===== config.mk =====
export PLATFORM = sky130hd
export DESIGN_NAME = pic_controller
export DESIGN_NICKNAME = d
export VERILOG_FILES = /design/src/inc/pic_pkg.sv /design/src/verilog/pic_arbiter.sv /design/src/verilog/pic_controller.sv
export SDC_FILE = /design/constraint.sdc
export NUM_CORES = 1
export LEC_CHECK = 0
export ABC_AREA = 1
export CORE_ASPECT_RATIO = 0.7
export CORE_MARGIN = 4
export CORE_UTILIZATION = 30
export CTS_BUF_LIST = sky130_fd_sc_hd__clkbuf_8
export DETAILED_ROUTE_END_ITERATION = 8
export DONT_BUFFER_PORTS = 1
export HOLD_SLACK_MARGIN = 0.15
export MAX_ROUTING_LAYER = met4
export PLACE_DENSITY = 0.56
export SYNTH_ARGS = -nofsm -noshare
export SYNTH_HDL_FRONTEND = slang
export SYNTH_SLANG_ARGS = --single-unit

===== constraint.sdc =====
create_clock -name clk -period 6.8 [get_ports clk]
set_clock_uncertainty 0.05 [all_clocks]
set_input_delay 1.36 -clock clk [delete_from_list [all_inputs] [get_ports clk]]
set_output_delay 1.36 -clock clk [all_outputs]
set_load 0.005 [all_outputs]

===== src/inc/pic_pkg.sv =====
// constants and types shared by the priority interrupt controller
package pic_pkg;
   localparam logic [11:0] REQ_A_ADDR    = 12'hfc0;
   localparam logic [11:0] PRIO_HI_A_ADDR = 12'hfc1;
   localparam logic [11:0] PRIO_LO_A_ADDR = 12'hfc2;
   localparam logic [11:0] REQ_B_ADDR    = 12'hfc3;
   localparam logic [11:0] PRIO_HI_B_ADDR = 12'hfc4;
   localparam logic [11:0] PRIO_LO_B_ADDR = 12'hfc5;
   localparam logic [11:0] CTRL_ADDR     = 12'hfcf;
   localparam int          CTRL_GLOBAL_IRQ_ENABLE_BIT = 7;
   localparam int          NUM_SRC       = 16;
   localparam logic [7:0]  REG_RESET     = 8'h00;
   // vector address of source index 0 (timer 2), step 2 per source
   localparam logic [15:0] VEC_BASE      = 16'h0008;
   localparam logic [15:0] VEC_WDT       = 16'h0004;
   localparam logic [15:0] VEC_PRI_OSC   = 16'h003a;
   localparam logic [15:0] VEC_WDT_OSC   = 16'h003c;
   localparam logic [15:0] VEC_ILLEGAL   = 16'h0006;
   localparam logic [1:0]  LVL_OFF       = 2'h0;
   localparam logic [1:0]  LVL_1         = 2'h1;
   localparam logic [1:0]  LVL_2         = 2'h2;
   localparam logic [1:0]  LVL_3         = 2'h3;
   typedef enum logic [1:0] {ST_IDLE, ST_PRESENT} pic_state_t;
endpackage


===== src/verilog/pic_arbiter.sv =====
// three-level fixed-order arbiter for the sixteen ranked sources
`timescale 1ns/1ps
module pic_arbiter
   import pic_pkg::*;
(
   input  wire logic [NUM_SRC-1:0] pending,
   input  wire logic [NUM_SRC-1:0] prioHi,
   input  wire logic [NUM_SRC-1:0] prioLo,
   output logic                    found,
   output logic [3:0]              winner
);
   logic [NUM_SRC-1:0] atLevel [1:3];

   // per source level match
   genvar g;
   generate
      for (g = 0; g < NUM_SRC; g++)
      begin : g_lvl
         assign atLevel[1][g] = pending[g] & ({prioHi[g], prioLo[g]} == LVL_1);
         assign atLevel[2][g] = pending[g] & ({prioHi[g], prioLo[g]} == LVL_2);
         assign atLevel[3][g] = pending[g] & ({prioHi[g], prioLo[g]} == LVL_3);
      end
   endgenerate

   // highest level first, lowest index (vector order) first within a level
   always_comb
   begin
      found  = 1'b0;
      winner = 4'h0;
      for (int l = 3; l >= 1; l--)
      begin
         for (int i = NUM_SRC - 1; i >= 0; i--)
         begin
            if (!found && atLevel[l][i])
            begin
               winner = 4'(i);
            end
         end
         if (atLevel[l] != '0)
         begin
            found = 1'b1;
         end
      end
   end
endmodule // pic_arbiter


===== src/verilog/pic_controller.sv =====
// priority interrupt controller: request latches, enables, arbitration, core handshake
`timescale 1ns/1ps
// How it works
// global enable set by enable or return instruction, or software writing one.
// global enable cleared by disable, acknowledge, software zero, reset, traps.
// level 3 beats level 2, level 2 beats level 1.
// within a level, fixed order following the vector table.
// order timer 2 down to converter, then port A7 down to A0.
// reset, watchdog, oscillator fails, illegal trap always highest priority.
// sources pulse one clock; each pulse is latched into its request bit.
// acknowledge clears the served source's request bit until next pulse.
// software writing zero to a request bit clears it.
// software writing one creates a request, cleared on acknowledge.
// software should use atomic read-modify-write on request registers.
// watchdog and oscillator fails bypass request, enable, priority registers.
// a source pulse sets its request bit regardless of global enable.
// with global enable set, the winner goes to the core as vectored interrupt.
// with global enable clear, requests are only recorded for polling.
// first request register bit map at fc0.
// second request register bit map at fc3.
// enable bit pair: 00 off, 01 level 1, 10 level 2, 11 level 3.
// vector shown with request strobe; acknowledge pulse clears bit and enable.
module pic_controller
   import pic_pkg::*;
(
   input  wire logic        clk,
   input  wire logic        reset,
   input  wire logic [7:0]  requestsA,
   input  wire logic [7:0]  requestsB,
   input  wire logic        watchdogIrq,
   input  wire logic        primaryOscFail,
   input  wire logic        watchdogOscFail,
   input  wire logic        illegalTrap,
   input  wire logic        trapInstruction,
   input  wire logic        enableIrqInstruction,
   input  wire logic        disableIrqInstruction,
   input  wire logic        irqReturnInstruction,
   input  wire logic [11:0] regAddr,
   input  wire logic        regWrite,
   input  wire logic        regRead,
   input  wire logic [7:0]  regWdata,
   output logic      [7:0]  regRdata,
   output logic             irqRequest,
   output logic      [15:0] irqVector,
   input  wire logic        irqAck
);
   logic [7:0]  requestFlagsA_r, requestFlagsA_nxt;
   logic [7:0]  requestFlagsB_r, requestFlagsB_nxt;
   logic [7:0]  prioHighBitsA_r, prioHighBitsA_nxt;
   logic [7:0]  prioLowBitsA_r,  prioLowBitsA_nxt;
   logic [7:0]  prioHighBitsB_r, prioHighBitsB_nxt;
   logic [7:0]  prioLowBitsB_r,  prioLowBitsB_nxt;
   logic        globalIrqEnable_r, globalIrqEnable_nxt;
   logic [15:0] irqVector_r, irqVector_nxt;
   logic [3:0]  srcIdx_r, srcIdx_nxt;
   logic        srcRanked_r, srcRanked_nxt;
   logic [7:0]  regRdata_r, regRdata_nxt;
   pic_state_t  state_r, state_nxt;
   logic [15:0] pendAll;
   logic [15:0] prioHiAll;
   logic [15:0] prioLoAll;
   logic [15:0] ackMask;
   logic        found;
   logic [3:0]  winner;
   logic        trapEvent;
   logic        ackPulse;

   // index 0 is timer 2 (vector order), so bit order is reversed per register
   always_comb
   begin
      for (int i = 0; i < 8; i++)
      begin
         pendAll[i]       = requestFlagsA_r[7 - i];
         pendAll[8 + i]   = requestFlagsB_r[7 - i];
         prioHiAll[i]     = prioHighBitsA_r[7 - i];
         prioHiAll[8 + i] = prioHighBitsB_r[7 - i];
         prioLoAll[i]     = prioLowBitsA_r[7 - i];
         prioLoAll[8 + i] = prioLowBitsB_r[7 - i];
      end
   end

   pic_arbiter u_arb (
      .pending (pendAll),
      .prioHi  (prioHiAll),
      .prioLo  (prioLoAll),
      .found   (found),
      .winner  (winner)
   );

   assign trapEvent = primaryOscFail | watchdogOscFail | illegalTrap;
   assign ackPulse  = irqAck && state_r == ST_PRESENT;

   // acknowledged ranked source clears only its own bit
   always_comb
   begin
      ackMask = 16'h0000;
      if (ackPulse && srcRanked_r)
      begin
         ackMask[srcIdx_r] = 1'b1;
      end
   end

   // request, enable and control register next values
   always_comb
   begin
      requestFlagsA_nxt = requestFlagsA_r;
      requestFlagsB_nxt = requestFlagsB_r;
      prioHighBitsA_nxt = prioHighBitsA_r;
      prioLowBitsA_nxt  = prioLowBitsA_r;
      prioHighBitsB_nxt = prioHighBitsB_r;
      prioLowBitsB_nxt  = prioLowBitsB_r;
      globalIrqEnable_nxt = globalIrqEnable_r;
      if (regWrite)
      begin
         case (regAddr)
            REQ_A_ADDR:     requestFlagsA_nxt = regWdata;
            REQ_B_ADDR:     requestFlagsB_nxt = regWdata;
            PRIO_HI_A_ADDR: prioHighBitsA_nxt = regWdata;
            PRIO_LO_A_ADDR: prioLowBitsA_nxt  = regWdata;
            PRIO_HI_B_ADDR: prioHighBitsB_nxt = regWdata;
            PRIO_LO_B_ADDR: prioLowBitsB_nxt  = regWdata;
            CTRL_ADDR:      globalIrqEnable_nxt = regWdata[CTRL_GLOBAL_IRQ_ENABLE_BIT];
            default:        ;
         endcase
      end
      for (int i = 0; i < 8; i++)
      begin
         if (ackMask[i])
         begin
            requestFlagsA_nxt[7 - i] = 1'b0;
         end
         if (ackMask[8 + i])
         begin
            requestFlagsB_nxt[7 - i] = 1'b0;
         end
      end
      // a fresh pulse wins over any clear in the same cycle
      requestFlagsA_nxt = requestFlagsA_nxt | requestsA;
      requestFlagsB_nxt = requestFlagsB_nxt | requestsB;
      if (enableIrqInstruction || irqReturnInstruction)
      begin
         globalIrqEnable_nxt = 1'b1;
      end
      if (disableIrqInstruction || ackPulse || trapInstruction || trapEvent)
      begin
         globalIrqEnable_nxt = 1'b0;
      end
   end

   // core handshake: pick winner, hold vector until acknowledge
   always_comb
   begin
      state_nxt     = state_r;
      irqVector_nxt = irqVector_r;
      srcIdx_nxt    = srcIdx_r;
      srcRanked_nxt = srcRanked_r;
      case (state_r)
         ST_IDLE:
         begin
            // fixed traps and watchdog need no enable and no register
            if (primaryOscFail || watchdogOscFail || illegalTrap || watchdogIrq)
            begin
               state_nxt     = ST_PRESENT;
               srcRanked_nxt = 1'b0;
               irqVector_nxt = primaryOscFail  ? VEC_PRI_OSC :
                               watchdogOscFail ? VEC_WDT_OSC :
                               illegalTrap     ? VEC_ILLEGAL : VEC_WDT;
            end
            else if (globalIrqEnable_r && found)
            begin
               state_nxt     = ST_PRESENT;
               srcRanked_nxt = 1'b1;
               srcIdx_nxt    = winner;
               irqVector_nxt = VEC_BASE + {11'h000, winner, 1'b0};
            end
         end
         ST_PRESENT:
         begin
            if (irqAck)
            begin
               state_nxt = ST_IDLE;
            end
         end
         default: state_nxt = ST_IDLE;
      endcase
   end

   // read data for the polled path
   always_comb
   begin
      regRdata_nxt = 8'h00;
      if (regRead)
      begin
         case (regAddr)
            REQ_A_ADDR:     regRdata_nxt = requestFlagsA_r;
            REQ_B_ADDR:     regRdata_nxt = requestFlagsB_r;
            PRIO_HI_A_ADDR: regRdata_nxt = prioHighBitsA_r;
            PRIO_LO_A_ADDR: regRdata_nxt = prioLowBitsA_r;
            PRIO_HI_B_ADDR: regRdata_nxt = prioHighBitsB_r;
            PRIO_LO_B_ADDR: regRdata_nxt = prioLowBitsB_r;
            CTRL_ADDR:      regRdata_nxt = {globalIrqEnable_r, 7'h00};
            default:        regRdata_nxt = 8'h00;
         endcase
      end
   end

   // registers, all zero at reset
   always_ff @(posedge clk)
   begin
      if (reset)
      begin
         requestFlagsA_r   <= REG_RESET;
         requestFlagsB_r   <= REG_RESET;
         prioHighBitsA_r   <= REG_RESET;
         prioLowBitsA_r    <= REG_RESET;
         prioHighBitsB_r   <= REG_RESET;
         prioLowBitsB_r    <= REG_RESET;
         globalIrqEnable_r <= 1'b0;
         irqVector_r       <= 16'h0000;
         srcIdx_r          <= 4'h0;
         srcRanked_r       <= 1'b0;
         regRdata_r        <= 8'h00;
         state_r           <= ST_IDLE;
      end
      else
      begin
         requestFlagsA_r   <= requestFlagsA_nxt;
         requestFlagsB_r   <= requestFlagsB_nxt;
         prioHighBitsA_r   <= prioHighBitsA_nxt;
         prioLowBitsA_r    <= prioLowBitsA_nxt;
         prioHighBitsB_r   <= prioHighBitsB_nxt;
         prioLowBitsB_r    <= prioLowBitsB_nxt;
         globalIrqEnable_r <= globalIrqEnable_nxt;
         irqVector_r       <= irqVector_nxt;
         srcIdx_r          <= srcIdx_nxt;
         srcRanked_r       <= srcRanked_nxt;
         regRdata_r        <= regRdata_nxt;
         state_r           <= state_nxt;
      end
   end

   assign irqRequest = state_r == ST_PRESENT;
   assign irqVector  = irqVector_r;
   assign regRdata   = regRdata_r;

   // checks
   a_pulse_sets_bit: assert property (@(posedge clk) disable iff (reset)
      requestsA[7] |=> requestFlagsA_r[7]) else $error("request pulse not latched");
   a_ack_clears_en: assert property (@(posedge clk) disable iff (reset)
      ackPulse |=> !globalIrqEnable_r) else $error("enable not cleared on ack");
   a_ei_sets_en: assert property (@(posedge clk) disable iff (reset)
      enableIrqInstruction && !disableIrqInstruction && !trapInstruction && !trapEvent && !ackPulse
      |=> globalIrqEnable_r) else $error("enable not set");
   a_no_irq_disabled: assert property (@(posedge clk) disable iff (reset)
      $rose(irqRequest) && srcRanked_r |-> $past(globalIrqEnable_r)) else $error("irq while disabled");
   a_ack_clears_src: assert property (@(posedge clk) disable iff (reset)
      ackPulse && srcRanked_r && srcIdx_r == 4'h0 && !requestsA[7] |=> !requestFlagsA_r[7])
      else $error("acked bit not cleared");
   a_vector_holds: assert property (@(posedge clk) disable iff (reset)
      irqRequest && !irqAck |=> irqRequest && $stable(irqVector)) else $error("vector moved");
   a_trap_first: assert property (@(posedge clk) disable iff (reset)
      state_r == ST_IDLE && primaryOscFail |=> irqVector == VEC_PRI_OSC) else $error("trap not first");
   a_sw_zero_clears: assert property (@(posedge clk) disable iff (reset)
      regWrite && regAddr == REQ_B_ADDR && regWdata == 8'h00 && requestsB == 8'h00
      |=> requestFlagsB_r == 8'h00) else $error("sw clear failed");
   // a pending level 3 source must win and be the one presented
   a_level_order: assert property (@(posedge clk) disable iff (reset)
      state_r == ST_IDLE && globalIrqEnable_r && !watchdogIrq && !trapEvent
      && (pendAll & prioHiAll & prioLoAll) != 16'h0000
      |-> ({prioHiAll[winner], prioLoAll[winner]} == LVL_3)
      ##1 (srcRanked_r && srcIdx_r == $past(winner))) else $error("level order");
endmodule // pic_controller


### Yosys cells after proc, flatten, opt, wreduce, memory -nomap -nowiden

Cells that the tools add are included.

| operators by class | value |
|---|---|
| add/sub/neg operators | 1 |
| magnitude comparators | 2 |
| eq/ne operators | 58 |
| mux-type cells | 89 |
| bitwise logic cells | 54 |
| reductions and logical operators | 62 |

Operators by type and width:

| operator | count |
|---|---|
| $mux 4 | 48 |
| $eq 12x12->1 const B | 7 |
| $eq 2x2->1 const B | 32 |
| $pmux 8 s7 | 1 |
| $and 1x1->1 | 48 |
| $mux 16 | 3 |
| $reduce_bool 16->1 | 3 |
| $logic_and 1x1->1 | 36 |
| $eq 2x1->1 const B | 17 |
| $mux 8 | 4 |
| $mux 1 | 25 |
| $or 8x8->8 | 2 |
| $reduce_and 2->1 | 7 |
| $mux 6 | 2 |
| $mux 2 | 4 |
| $logic_or 1x1->1 | 7 |
| $add 4x5->6 const A | 1 |
| $reduce_bool 2->1 | 3 |
| $lt 4x5->1 const B | 1 |
| $demux 1 s4 | 1 |
| $ge 4x1->1 const B | 1 |
| $pmux 2 s2 | 1 |
| $reduce_or 2->1 | 2 |
| $ne 3x3->1 const B | 1 |
| 6 further kinds | 9 |

| word-level totals | value |
|---|---|
| register bits | 80 |
| bits of input ports | 49 |
| output and inout bits | 25 |

### Longest topological paths before layout

| depth | value |
|---|---|
| word-level depth | 53 |
| mapped depth | 50 |

### Cells and area by module

From an unflattened synthesis, not the netlist that was laid out.

| second synthesis, totals | value |
|---|---|
| cells, all modules | 782 |
| area, all modules | 4,889.7 sq um |

Modules (own cells, without submodules):

| module | instances | cells an instance | area each (sq um) | seq. area each (sq um) |
|---|---|---|---|---|
| pic_controller | 1 | 526 | 3,681.0 | 1,361.3 |
| pic_arbiter | 1 | 256 | 1,208.7 | 0.0 |

### Least setup slack after synthesis

OpenSTA, ideal clock, no wires.

| timing path | value |
|---|---|
| path type | input port to flip-flop |
| start | input regAddr[5] |
| end | register prioLowBitsA_r[5] |
| arrival | 2,901 ps |
| data required time | 6,680 ps |
| path slack | 3,779 ps |
| stages | 11 |
| buffers on the path | 1 |
| cells stage by stage | nor2_1 -> and3_1 -> inv_1 -> nor2_1 -> inv_1 -> nor2_1 -> nand2_1 -> nor2_1 -> clkbuf_1 -> o21ai_0 -> a21oi_1 |

| between the ends | value |
|---|---|
| cells in the longest elaborated chain, start to end | 2 |

Ends and longest elaborated chain:

| what | RTL line | source |
|---|---|---|
| from (decl) | pic_controller.sv:38 | `input wire logic [11:0] regAddr,` |
| $eq 12x12->1 | pic_controller.sv:115 | `case (regAddr)` |
| $reduce_and 2->1 (no line) | n/a |  |
| to (signal assigned) | pic_controller.sv:230 | `prioLowBitsA_r <= prioLowBitsA_nxt;` |
| to (decl) | pic_controller.sv:50 | `logic [7:0] prioLowBitsA_r, prioLowBitsA_nxt;` |

Every way passes these cells.
A chain may end at the register's enable or synchronous reset.

### Worst setup path after layout

| timing path | value |
|---|---|
| start | input regAddr[10] |
| end | register prioLowBitsB_r[1] |

| between the ends | value |
|---|---|
| cells in the longest elaborated chain, start to end | 2 |

Ends and longest elaborated chain:

| what | RTL line | source |
|---|---|---|
| $eq 12x12->1 | pic_controller.sv:115 |  |
| $reduce_and 2->1 (no line) | n/a |  |
| to (signal assigned) | pic_controller.sv:232 | `prioLowBitsB_r <= prioLowBitsB_nxt;` |
| to (decl) | pic_controller.sv:52 | `logic [7:0] prioLowBitsB_r, prioLowBitsB_nxt;` |

Every way passes these cells.

==> flow_metrics.py <==
metrics = {
    "detailed_routing": {
        "drt-initial-drc-count": 399,
        "drc": 0,
        "vias": 4328,
        "wirelength_um": 14400,
        "via_per_inst": 5.13,
        "wl_per_cell_um": 17.1,
        "drtPass1Iterations": 5,
        "ant_nets": 0,
    },
    "yosys": {
        "yosys.area.top_type": "dfxtp_1",
        "synthFlopType": "dfxtp_1",
        "postSynthCellCount": 651,
        "synth_warnings": 0,
        "netlist_top_cells_count": "nand2_1 (127), inv_1 (107), dfxtp_1 (68)",
        "synthesis.area_per_instance_um2": 6.53,
        "synth_top_area_share_pct": 32.0,
        "async_flop_share_pct": 0,
        "ys_top_cells_by_area": "dfxtp_1 (32%), nand2_1 (11%), inv_1 (9.5%)",
        "synth_seq_cells": 68,
        "ys_types": 44,
        "synth-seq-area-share_pct": 32.0,
        "synth_edf_count": 0,
        "synth.most_common_cell": "nand2_1",
        "synth_area_mm2": 0.00425,
    },
    "clock_network": {
        "cts.sinks": 68,
        "cts-root-buf": "clkbuf_8",
        "cts_tree": "done",
        "insertion_delay_ps": 360,
        "htreeDepth": 3,
        "numCtsBuffers": 9,
        "cts_setup_buffers": 0,
        "post_cts_resized": 0,
        "clk_pin_slew_ps": 80,
        "cts.path.max_buffers": 2,
        "holdBufCountCts": 0,
    },
    "pwr": {
        "powerDensity_mw_per_mm2": 176,
        "power_mw": 0.808,
        "power.leakage_nw": 1.95,
        "irDropWorstVdd_mv": 0.0792,
    },
    "timing": {
        "tns_ps": 0,
        "final.setup.worst_slack_ps": 3310,
        "min_period_ps": 3490,
        "max_slew_margin_pct": 19.2,
        "max_freq_mhz": 287,
        "period_share_pct": 51.3,
        "setup_viol": 0,
        "rsz0062_at_grt": "no",
        "worstMarginPinSlew_ps": 1210,
        "maxSlewViolCount": 0,
        "hold_viol": 0,
    },
    "critical_path": {
        "required_ps": 7030,
        "crit_arrival_ps": 3720,
        "slowest_stage": "nor2_1",
        "worst_setup_path_start_kind": "input pin",
        "r2r_start": "prioLowBitsB_r[0]$_SDFFE_PP0P_",
        "timing.critical_path.cells": "nand4_1 -> nor3_1 -> inv_1 -> nor2_1 -> inv_1 -> nor2_1 -> o21ai_0 -> a21oi_1",
        "critical_path.max_fanout": 16,
        "end_kind": "flop",
        "cp-startpoint": "regAddr[10]",
        "cp_slowest_stage_delay_ps": 950,
        "worstSetupPathType": "in2reg",
    },
    "global_route": {
        "grt_max_degree": 30,
        "track_usage_pct": 18.6,
        "grt.overflow.total": 0,
        "antenna_found_initial": 0,
        "grt_first_pass_wirelength_um": 22000,
        "grt_pass1_vias": 3818,
    },
    "placement": {
        "dp.cells": 828,
        "gp_congestion": 1.01,
        "pre_cts_ws_ps": 3060,
        "post_dp_cell_area_mm2": 0.00439,
        "io_buffers": 0,
        "place_hpwl_um": 11300,
    },
    "floorplan": {
        "die_h_um": 108,
        "die_x_um": 150,
        "boundaryPins": 74,
        "fp-row-count": 36,
        "coreArea_mm2": 0.0139,
        "start_util_pct": 30.6,
        "dieArea_mm2": 0.0162,
    },
    "outcome": {
        "status": "complete, no violations",
    },
    "finish": {
        "nets": 699,
        "regArea_mm2": 0.00136,
        "final_cells": 844,
        "fillerInstances": 1552,
        "drive_above_1_share_pct": 7.03,
        "syn_to_final_growth_pct": 8.13,
        "num_antenna_cells": 0,
        "multi_input_area_mm2": 0.00232,
        "design_area_mm2": 0.00459,
    },
    "job": {
        "drv_cap": 0,
    },
    "min_path": {
        "worst_hold_startpoint": "srcRanked_r$_SDFFE_PP0P_",
        "hp-class": "reg2reg",
    },
}
metrics by stage:
step,util [%],hold slack (ps)
5_1_grt,33.1,444
6_report,33.1,431
4_1_cts,33.1,426
2_1_floorplan,-,395
3_3_place_gp,31.6,411
3_5_place_dp,31.6,414
final timing paths:
path / slack (ps) / endpoint / cells after the start
worst max-delay path: 3310 / prioLowBitsB_r[1]$_SDFFE_PP0P_ / 8
worst min-delay path: 430 / srcRanked_r$_SDFFE_PP0P_ / 2
worst max register to register: 3450 / irqVector[1]$_SDFFE_PP0P_ / 50
worst min register to register: 430 / srcRanked_r$_SDFFE_PP0P_ / 2
state kept, by name, summed over array words and instances (netlist names), 4 cells and up:
name and count:
requestFlagsB_r 8, prioHighBitsB_r 8, srcIdx_r 4, prioHighBitsA_r 8, prioLowBitsA_r 8, irqVector 5, prioLowBitsB_r 8, regRdata 8
requestFlagsA_r 8
worst max-delay path, delay by kind of cell:
kind	cells	cell delay [ps]
AO/OA/AOI/OAI	2	330
AND/OR/NAND/NOR	4	1700
buffers and inverters	2	320
per-layer routing:
metal	track usage, %	part of all wire [%]	wire [um]	vias to the layer above
met5	-	0	0	-
met4	3.52	0.91	131	0
met3	5.68	12	1750	12
met2	23.4	38	5480	225
met1	28.6	49	7060	1947
li1	-	-	-	2144
area by class of cell:
type	count	share of cell area, %
multi-input cells	455	50.5
flip-flops and latches	68	29.6
inverters	113	9.83
well taps	190	5.17
clock buffers	14	4.19
clock inverters	2	0.327
repair buffers	2	0.327
power breakdown:
part | internal, mW | total (mW) | switching [mW]
Combinational | 0.0146 | 0.0464 | 0.0318
Clock | 0.182 | 0.341 | 0.159
Sequential | 0.409 | 0.421 | 0.0119
cell usage in the layout, fill, tap and decap left out, drive strengths merged, types with 3 or more instances in the layout:
cell type    n
a21oi       56
a221oi       8
a22oi        7
a31oi        3
clkbuf      14
conb        11
dfxtp       68
inv        109
nand2      131
nand3       45
nand4        5
nor2        61
nor3        33
nor4         3
o211ai       6
o21a         7
o21ai       46
o22ai       16
or4          4
logic make-up (layout without fill, tap and decap cells):
group	count (synthesis)	in the layout	share of synthesized area, %
and+or+nand+nor	284	284	31.3
AOI/OAI and AO/OA	159	159	22.1
buffers and inverters	138	131	14.2
DFF	68	68	32.0
adders and majority gates	1	1	0.294
other	1	11	0.0883
Power figures use the tool's default switching activity.
